===== config.mk =====
export PLATFORM = sky130hd
export DESIGN_NAME = dual_dac_serial_control
export DESIGN_NICKNAME = d
export VERILOG_FILES = /design/src/dac_ctrl_pkg.sv /design/src/dual_dac_serial_control.sv /design/src/sync2.sv
export SDC_FILE = /design/constraint.sdc
export NUM_CORES = 1
export LEC_CHECK = 0
export ABC_AREA = 1
export BUFFER_PORTS_ARGS = -buffer_cell sky130_fd_sc_hd__buf_2
export CELL_PAD_IN_SITES_DETAIL_PLACEMENT = 1
export CELL_PAD_IN_SITES_GLOBAL_PLACEMENT = 2
export CORE_MARGIN = 2
export CORE_UTILIZATION = 25
export CTS_CLUSTER_DIAMETER = 80
export DETAILED_ROUTE_END_ITERATION = 6
export PLACE_DENSITY_LB_ADDON = 0.05
export SYNTH_ARGS = -nofsm -noshare
export SYNTH_HDL_FRONTEND = slang
export SYNTH_HIERARCHICAL = 1
export SYNTH_SLANG_ARGS = --single-unit

===== constraint.sdc =====
create_clock -name clk -period 1.7 [get_ports clk]
set_clock_uncertainty 0.05 [all_clocks]
set_input_delay 0.085 -clock clk [delete_from_list [all_inputs] [get_ports clk]]
set_output_delay 0.085 -clock clk [all_outputs]
set_load 0.02 [all_outputs]

===== src/dac_ctrl_pkg.sv =====
// Package: constants, types and command codes of the dual converter control block
package dac_ctrl_pkg;

  localparam int WORD_BITS = 16;
  localparam int CODE_BITS = 4;
  localparam int DATA_BITS = 10;
  localparam int DATA_LSB  = 2;
  localparam int CODE_LSB  = 12;
  localparam int CNT_BITS  = 5;
  localparam logic [CNT_BITS-1:0] WORD_COUNT = 5'h10;

  localparam logic [DATA_BITS-1:0] ZERO_SCALE = 10'h000;
  localparam logic [WORD_BITS-1:0] SHIFT_RESET = 16'h0000;
  localparam logic [CNT_BITS-1:0]  CNT_RESET = 5'h00;

  typedef enum logic [CODE_BITS-1:0] {
    CMD_NOP        = 4'h0,
    CMD_LOAD_A     = 4'h1,
    CMD_LOAD_B     = 4'h2,
    CMD_UPDATE     = 4'h8,
    CMD_LOAD_A_UPD = 4'h9,
    CMD_LOAD_B_UPD = 4'hA,
    CMD_WAKE       = 4'hD,
    CMD_SLEEP      = 4'hE,
    CMD_LOAD_BOTH  = 4'hF
  } cmd_type;

  typedef struct packed {
    logic [DATA_BITS-1:0] chan_a;
    logic [DATA_BITS-1:0] chan_b;
  } pair_type;

  typedef struct packed {
    logic load_a;
    logic load_b;
    logic update;
    logic wake;
    logic sleep;
  } action_type;

endpackage


===== src/dual_dac_serial_control.sv =====
// Serial command decoder with double-buffered two-channel code registers
//
// What this block does
// - While strobe is low, rising serial clock edges shift data bits into the shift register.
// - While strobe is high, serial clock is ignored; no bits enter.
// - Each rising serial clock edge while selected samples data into 16-bit register.
// - Word is 4-bit control code, 10-bit conversion code, two ignored pad bits.
// - Strobe rising edge decodes control code and executes selected operations.
// - Each channel has a 10-bit input register and a 10-bit output register.
// - Input registers load singly or together; output registers always update together.
// - After reset both outputs are at zero scale.
// - Code 1110 sleeps: outputs high impedance, all registers retained.
// - Sleep command ignores its conversion code.
// - While asleep, codes 0001 and 0010 load input registers without waking.
// - Code 1000 wakes and copies both input registers to output registers.
// - On waking, non-updated channels resume driving their held value.
// - Code 0000 changes nothing.
// - Codes 1001/1010 load A/B input, update both outputs, wake.
// - Code 1101 only wakes, registers unchanged.
// - Code 1111 loads both inputs with same code, updates outputs, wakes.
`timescale 1ns/1ps
module dual_dac_serial_control
  import dac_ctrl_pkg::*;
(
  input  wire logic                 clk,
  input  wire logic                 nrst,
  input  wire logic                 select_load_strobe_n,
  input  wire logic                 serial_clk,
  input  wire logic                 serial_data,
  output pair_type                  out_codes,
  output logic                      out_enable,
  output logic                      asleep,
  output logic [CODE_BITS-1:0]      last_control_code,
  output logic                      word_complete,
  output logic                      command_done
);

  // ****************************************************************
  // Input synchronisation and edge detection
  // ****************************************************************
  logic [2:0] pins_s;
  logic       strobe_n_q;
  logic       sclk_q;

  // Strobe passes inverted so the zero reset of the synchroniser reads as idle high
  sync2 #(
    .WIDTH (3)
  ) u_sync (
    .clk      (clk),
    .nrst     (nrst),
    .async_in ({~select_load_strobe_n, serial_clk, serial_data}),
    .sync_out (pins_s)
  );

  logic strobe_n_s;
  logic sclk_s;
  logic data_s;
  assign strobe_n_s = ~pins_s[2];
  assign sclk_s     = pins_s[1];
  assign data_s     = pins_s[0];

  always_ff @(posedge clk or negedge nrst) begin
    if (!nrst) begin
      strobe_n_q <= 1'b1;
      sclk_q     <= 1'b0;
    end else begin
      strobe_n_q <= strobe_n_s;
      sclk_q     <= sclk_s;
    end
  end

  logic sclk_rise;
  logic strobe_rise;
  logic strobe_fall;
  assign sclk_rise   = sclk_s & ~sclk_q & ~strobe_n_s;
  assign strobe_rise = strobe_n_s & ~strobe_n_q;
  assign strobe_fall = ~strobe_n_s & strobe_n_q;

  // ****************************************************************
  // Shift register and bit counter
  // ****************************************************************
  logic [WORD_BITS-1:0] shift_q;
  logic [CNT_BITS-1:0]  count_q;

  always_ff @(posedge clk or negedge nrst) begin
    if (!nrst) begin
      shift_q <= SHIFT_RESET;
    end else if (sclk_rise) begin
      shift_q <= {shift_q[WORD_BITS-2:0], data_s};
    end
  end

  // Counter saturates so extra bits still shift but never wrap the count
  always_ff @(posedge clk or negedge nrst) begin
    if (!nrst) begin
      count_q <= CNT_RESET;
    end else if (strobe_fall) begin
      count_q <= CNT_RESET;
    end else if (sclk_rise && count_q != WORD_COUNT) begin
      count_q <= count_q + 5'h01;
    end
  end

  always_ff @(posedge clk or negedge nrst) begin
    if (!nrst) begin
      word_complete <= 1'b0;
    end else begin
      word_complete <= (count_q == WORD_COUNT);
    end
  end

  // ****************************************************************
  // Command decode
  // ****************************************************************
  logic [CODE_BITS-1:0] code_w;
  logic [DATA_BITS-1:0] data_w;
  assign code_w = shift_q[CODE_LSB +: CODE_BITS];
  assign data_w = shift_q[DATA_LSB +: DATA_BITS];

  action_type act;

  always_comb begin
    act = '0;
    case (code_w)
      CMD_LOAD_A:     act.load_a = 1'b1;
      CMD_LOAD_B:     act.load_b = 1'b1;
      CMD_UPDATE:     begin
        act.update = 1'b1;
        act.wake   = 1'b1;
      end
      CMD_LOAD_A_UPD: begin
        act.load_a = 1'b1;
        act.update = 1'b1;
        act.wake   = 1'b1;
      end
      CMD_LOAD_B_UPD: begin
        act.load_b = 1'b1;
        act.update = 1'b1;
        act.wake   = 1'b1;
      end
      CMD_WAKE:       act.wake = 1'b1;
      CMD_SLEEP:      act.sleep = 1'b1;
      CMD_LOAD_BOTH:  begin
        act.load_a = 1'b1;
        act.load_b = 1'b1;
        act.update = 1'b1;
        act.wake   = 1'b1;
      end
      default:        act = '0;
    endcase
  end

  // ****************************************************************
  // Input and output registers
  // ****************************************************************
  pair_type input_q;
  pair_type input_next;

  always_comb begin
    input_next = input_q;
    if (act.load_a) begin
      input_next.chan_a = data_w;
    end
    if (act.load_b) begin
      input_next.chan_b = data_w;
    end
  end

  always_ff @(posedge clk or negedge nrst) begin
    if (!nrst) begin
      input_q <= '{chan_a: ZERO_SCALE, chan_b: ZERO_SCALE};
    end else if (strobe_rise) begin
      input_q <= input_next;
    end
  end

  // Both channels always transfer together from the freshly loaded inputs
  always_ff @(posedge clk or negedge nrst) begin
    if (!nrst) begin
      out_codes <= '{chan_a: ZERO_SCALE, chan_b: ZERO_SCALE};
    end else if (strobe_rise && act.update) begin
      out_codes <= input_next;
    end
  end

  // ****************************************************************
  // Sleep and wake state
  // ****************************************************************
  always_ff @(posedge clk or negedge nrst) begin
    if (!nrst) begin
      asleep <= 1'b0;
    end else if (strobe_rise && act.sleep) begin
      asleep <= 1'b1;
    end else if (strobe_rise && act.wake) begin
      asleep <= 1'b0;
    end
  end

  always_ff @(posedge clk or negedge nrst) begin
    if (!nrst) begin
      out_enable <= 1'b1;
    end else if (strobe_rise && act.sleep) begin
      out_enable <= 1'b0;
    end else if (strobe_rise && act.wake) begin
      out_enable <= 1'b1;
    end
  end

  // ****************************************************************
  // Status
  // ****************************************************************
  always_ff @(posedge clk or negedge nrst) begin
    if (!nrst) begin
      last_control_code <= 4'h0;
      command_done      <= 1'b0;
    end else begin
      command_done <= strobe_rise;
      if (strobe_rise) begin
        last_control_code <= code_w;
      end
    end
  end

endmodule


===== src/sync2.sv =====
// Two-stage synchroniser for asynchronous level inputs
`timescale 1ns/1ps
module sync2 #(
  parameter int WIDTH = 1
) (
  input  wire logic             clk,
  input  wire logic             nrst,
  input  wire logic [WIDTH-1:0] async_in,
  output logic      [WIDTH-1:0] sync_out
);

  logic [WIDTH-1:0] meta_q;

  always_ff @(posedge clk or negedge nrst) begin
    if (!nrst) begin
      meta_q   <= '0;
      sync_out <= '0;
    end else begin
      meta_q   <= async_in;
      sync_out <= meta_q;
    end
  end

endmodule


==> impl_metrics.env <==
export IMPL_via_per_inst=4.34
export IMPL_ios=33
export IMPL_ys_top_cells_by_area="dfrtp_1 58%, nand2_1 23%, nand3_1 4.5%, inv_1 2.4%, o21ai_0 2.0%"
export IMPL_core_sq_um=12600
export IMPL_nNetsFinal=443
export IMPL_drt_initial_drc_count=105
export IMPL_ys_seq_area_share_pct=59.6
export IMPL_synthTopCellsByCount="197 x nand2_1, 75 x dfrtp_1, 29 x nand3_1"
export IMPL_hpwl_um=5830
export IMPL_worst_slew_pin_slew_ns=0.427
export IMPL_p_leak_uw=0.00225
export IMPL_outcome="finished clean"
export IMPL_vias=2660
export IMPL_hold_viol=0
export IMPL_final_cells=613
export IMPL_cts_htree_levels=3
export IMPL_cap_violations=0
export IMPL_final_layout_size_suffix_gt1_share_pct=17.5
export IMPL_syn_inst=387
export IMPL_cts_buffer_depth=2
export IMPL_cts_buffers=9
export IMPL_final_min_clock_period_ns=1.53
export IMPL_crit_path_start_kind="flip-flop"
export IMPL_ant_nets=0
export IMPL_wl_per_cell_um=14.5
export IMPL_async_reset_ff_share_pct=100
export IMPL_ir_worst_vdd_mv=0.437
export IMPL_start_util_pct=25.6
export IMPL_relSlewSlack_pct=71.5
export IMPL_die_h_um=118
export IMPL_wirelength_um=8860
export IMPL_synthToLayoutAreaGrowth_pct=24.5
export IMPL_period_share_pct=90.0
export IMPL_yosys_warnings=6
export IMPL_grt_pass1_vias=2878
export IMPL_io_buffers=32
export IMPL_die_x_um=118
export IMPL_critPathCaptureType="flip-flop"
export IMPL_p_total_uw=6190
export IMPL_crit_arrival_ns=1.76
export IMPL_syn_avg_cell_area_sq_um=8.36
export IMPL_synth_distinct_cells=20
export IMPL_crit_top_cell="nand2_1"
export IMPL_gr_usage_all_layers_pct=14.0
export IMPL_nFillCells=1533
export IMPL_path_max_fanout=8
export IMPL_place_gp_congestion=0.725
export IMPL_worst_slack_ns=0.170
export IMPL_grt_pass1_wl_um=15000
export IMPL_remaining_drc_errors=0
export IMPL_dp_cells=593
export IMPL_yosysTopAreaCell="dfrtp_1"
export IMPL_cts_root_buf="clkbuf_16"
export IMPL_post_cts_buffers=0
export IMPL_fp_dieArea_sq_um=13900
export IMPL_synth_nets=394
export IMPL_syn_area_sq_um=3240
export IMPL_rows=41
export IMPL_antenna_found_initial=0
export IMPL_timing_fmax_mhz=653
export IMPL_critPathMaxStageDelay_ns=0.37
export IMPL_setup_tns_final_ns=0
export IMPL_clkLatencyLatePin_ns=0.34
export IMPL_path_clk_slew_ns=0.06
export IMPL_yosys_cell_count_top_type="nand2_1"
export IMPL_power_density_nw_per_um2=1540
export IMPL_setup_viol=0
export IMPL_cp_required_ns=1.93
export IMPL_ys_ff_latch=77
export IMPL_grt_max_degree=39
export IMPL_cts_tree="built"
export IMPL_rsz0062_at_grt="no"
export IMPL_place_ws_ns=0.107
export IMPL_critPathSlowestCell="dfrtp_1"
export IMPL_grt_ovfl_total=0
export IMPL_min_path_type="input port to asynchronous set/reset pin"
export IMPL_num_antenna_cells=0
export IMPL_synth_top_area_share_pct=58.0
export IMPL_synth_edf_count=0
export IMPL_crit_chain="buf_4 > nand2_1 > inv_2 > nand2_2 > buf_4 > buf_4 > nand3_1 > nand2_1 > nand2_1 > nand2_1"
export IMPL_slew_viol_final=0
export IMPL_synth_top_flop_cell="dfrtp_1"
export IMPL_drt_first_pass_iters=4
export IMPL_criticalPathCategory="flip-flop to flip-flop"
export IMPL_clock_sinks=77
==> flip-flops by register name (all words and copies together), names as in the netlist <==
name,cells
shift_q,16
u_sync/sync_out,3
strobe_n_q,1
asleep,1
u_sync/meta_q,3
word_complete,1
last_control_code,4
input_q,20
out_enable,1
count_q,5
command_done,1
sclk_q,1
out_codes,20
==> worst max-delay path: cells and delay by family, from the launching register on <==
| kind | cells | cell delay [ns] |
|---|---|---|
| buf+inv | 4 | 0.57 |
| simple gates | 6 | 0.47 |
| flops | 1 | 0.37 |
==> per-layer routing <==
metal	track usage (%)	up-vias	part of all wire, %
li1	-	1301	-
met1	17.6	1320	47
met5	0	-	0
met3	3.25	12	2.3
met4	5.42	0	1.8
met2	23.4	27	48
==> kinds of logic (layout without fill, tap and decap cells) <==
group	count (synthesis)	after routing	share of synthesized area [%]
AOI/OAI and AO/OA	22	22	3.52
xor gates and xnor gates	1	1	0.271
adders and majority gates	2	2	0.773
buffers and inverters	40	94	5.45
DFF	77	77	59.6
and+or+nand+nor	245	245	30.4
==> final cells by class <==
cell class / count / area (sq um) / share of cell area (%)
clock inverter: 7 / 66.3 / 1.65
timing repair buffer: 54 / 363 / 9.00
sequential: 77 / 1930 / 47.9
clock buffer: 9 / 225 / 5.59
inverter: 24 / 90.1 / 2.24
tap: 172 / 215 / 5.34
multi-input combinational: 270 / 1140 / 28.3
==> final timing paths <==
path / start / to / slack, ns / cells after the start
max: shift_q[13] / out_codes[6] / 0.17 / 10
min: nrst / input_q[9] / 0.12 / 2
max reg2reg: shift_q[13] / out_codes[6] / 0.17 / 10
min reg2reg: u_sync/meta_q[1] / u_sync/sync_out[1] / 0.30 / 0
max in group asynchronous: nrst / strobe_n_q / 0.83 / 3
min in group clk: u_sync/meta_q[1] / u_sync/sync_out[1] / 0.30 / 0
==> cells in the final DEF (no fill, tap or decap), drive strengths merged <==
cell type      n
nand4          4
dfstp          2
a21oi          9
nand3         30
clkbuf         9
ha             2
nor3           1
clkinv         5
nor2          10
inv           24
clkinvlp       1
xor2           1
dfrtp         75
buf           50
bufinv         1
dlygate4sd3    4
nand2        200
o21ai         13
==> per-stage QoR <==
stage	hold slack (ns)	util [%]	area [sq um]
after global placement	-0.0637	29.2	3690
after floorplan	-0.261	-	3240
after CTS	0.122	31.9	4020
after detailed placement	-0.0596	29.2	3690
final	0.118	31.9	4030
after global routing	0.132	31.9	4030
==> power by group <==
part | switching [uW] | internal, uW | leakage, uW
clock | 786 | 1130 | 0.000145
sequential | 315 | 2340 | 0.000987
combinational | 1040 | 587 | 0.00112
total | 2140 | 4050 | 0.00225
==> timing repair <==
item / in CTS / in global routing
gates resized for setup: 0 / 2
endpoints found under the setup margin: 0 / 6
endpoints found under the hold margin: 79 / 0
hold buffers: 4 / 0
Note: power is estimated with default switching activity, not from simulation.
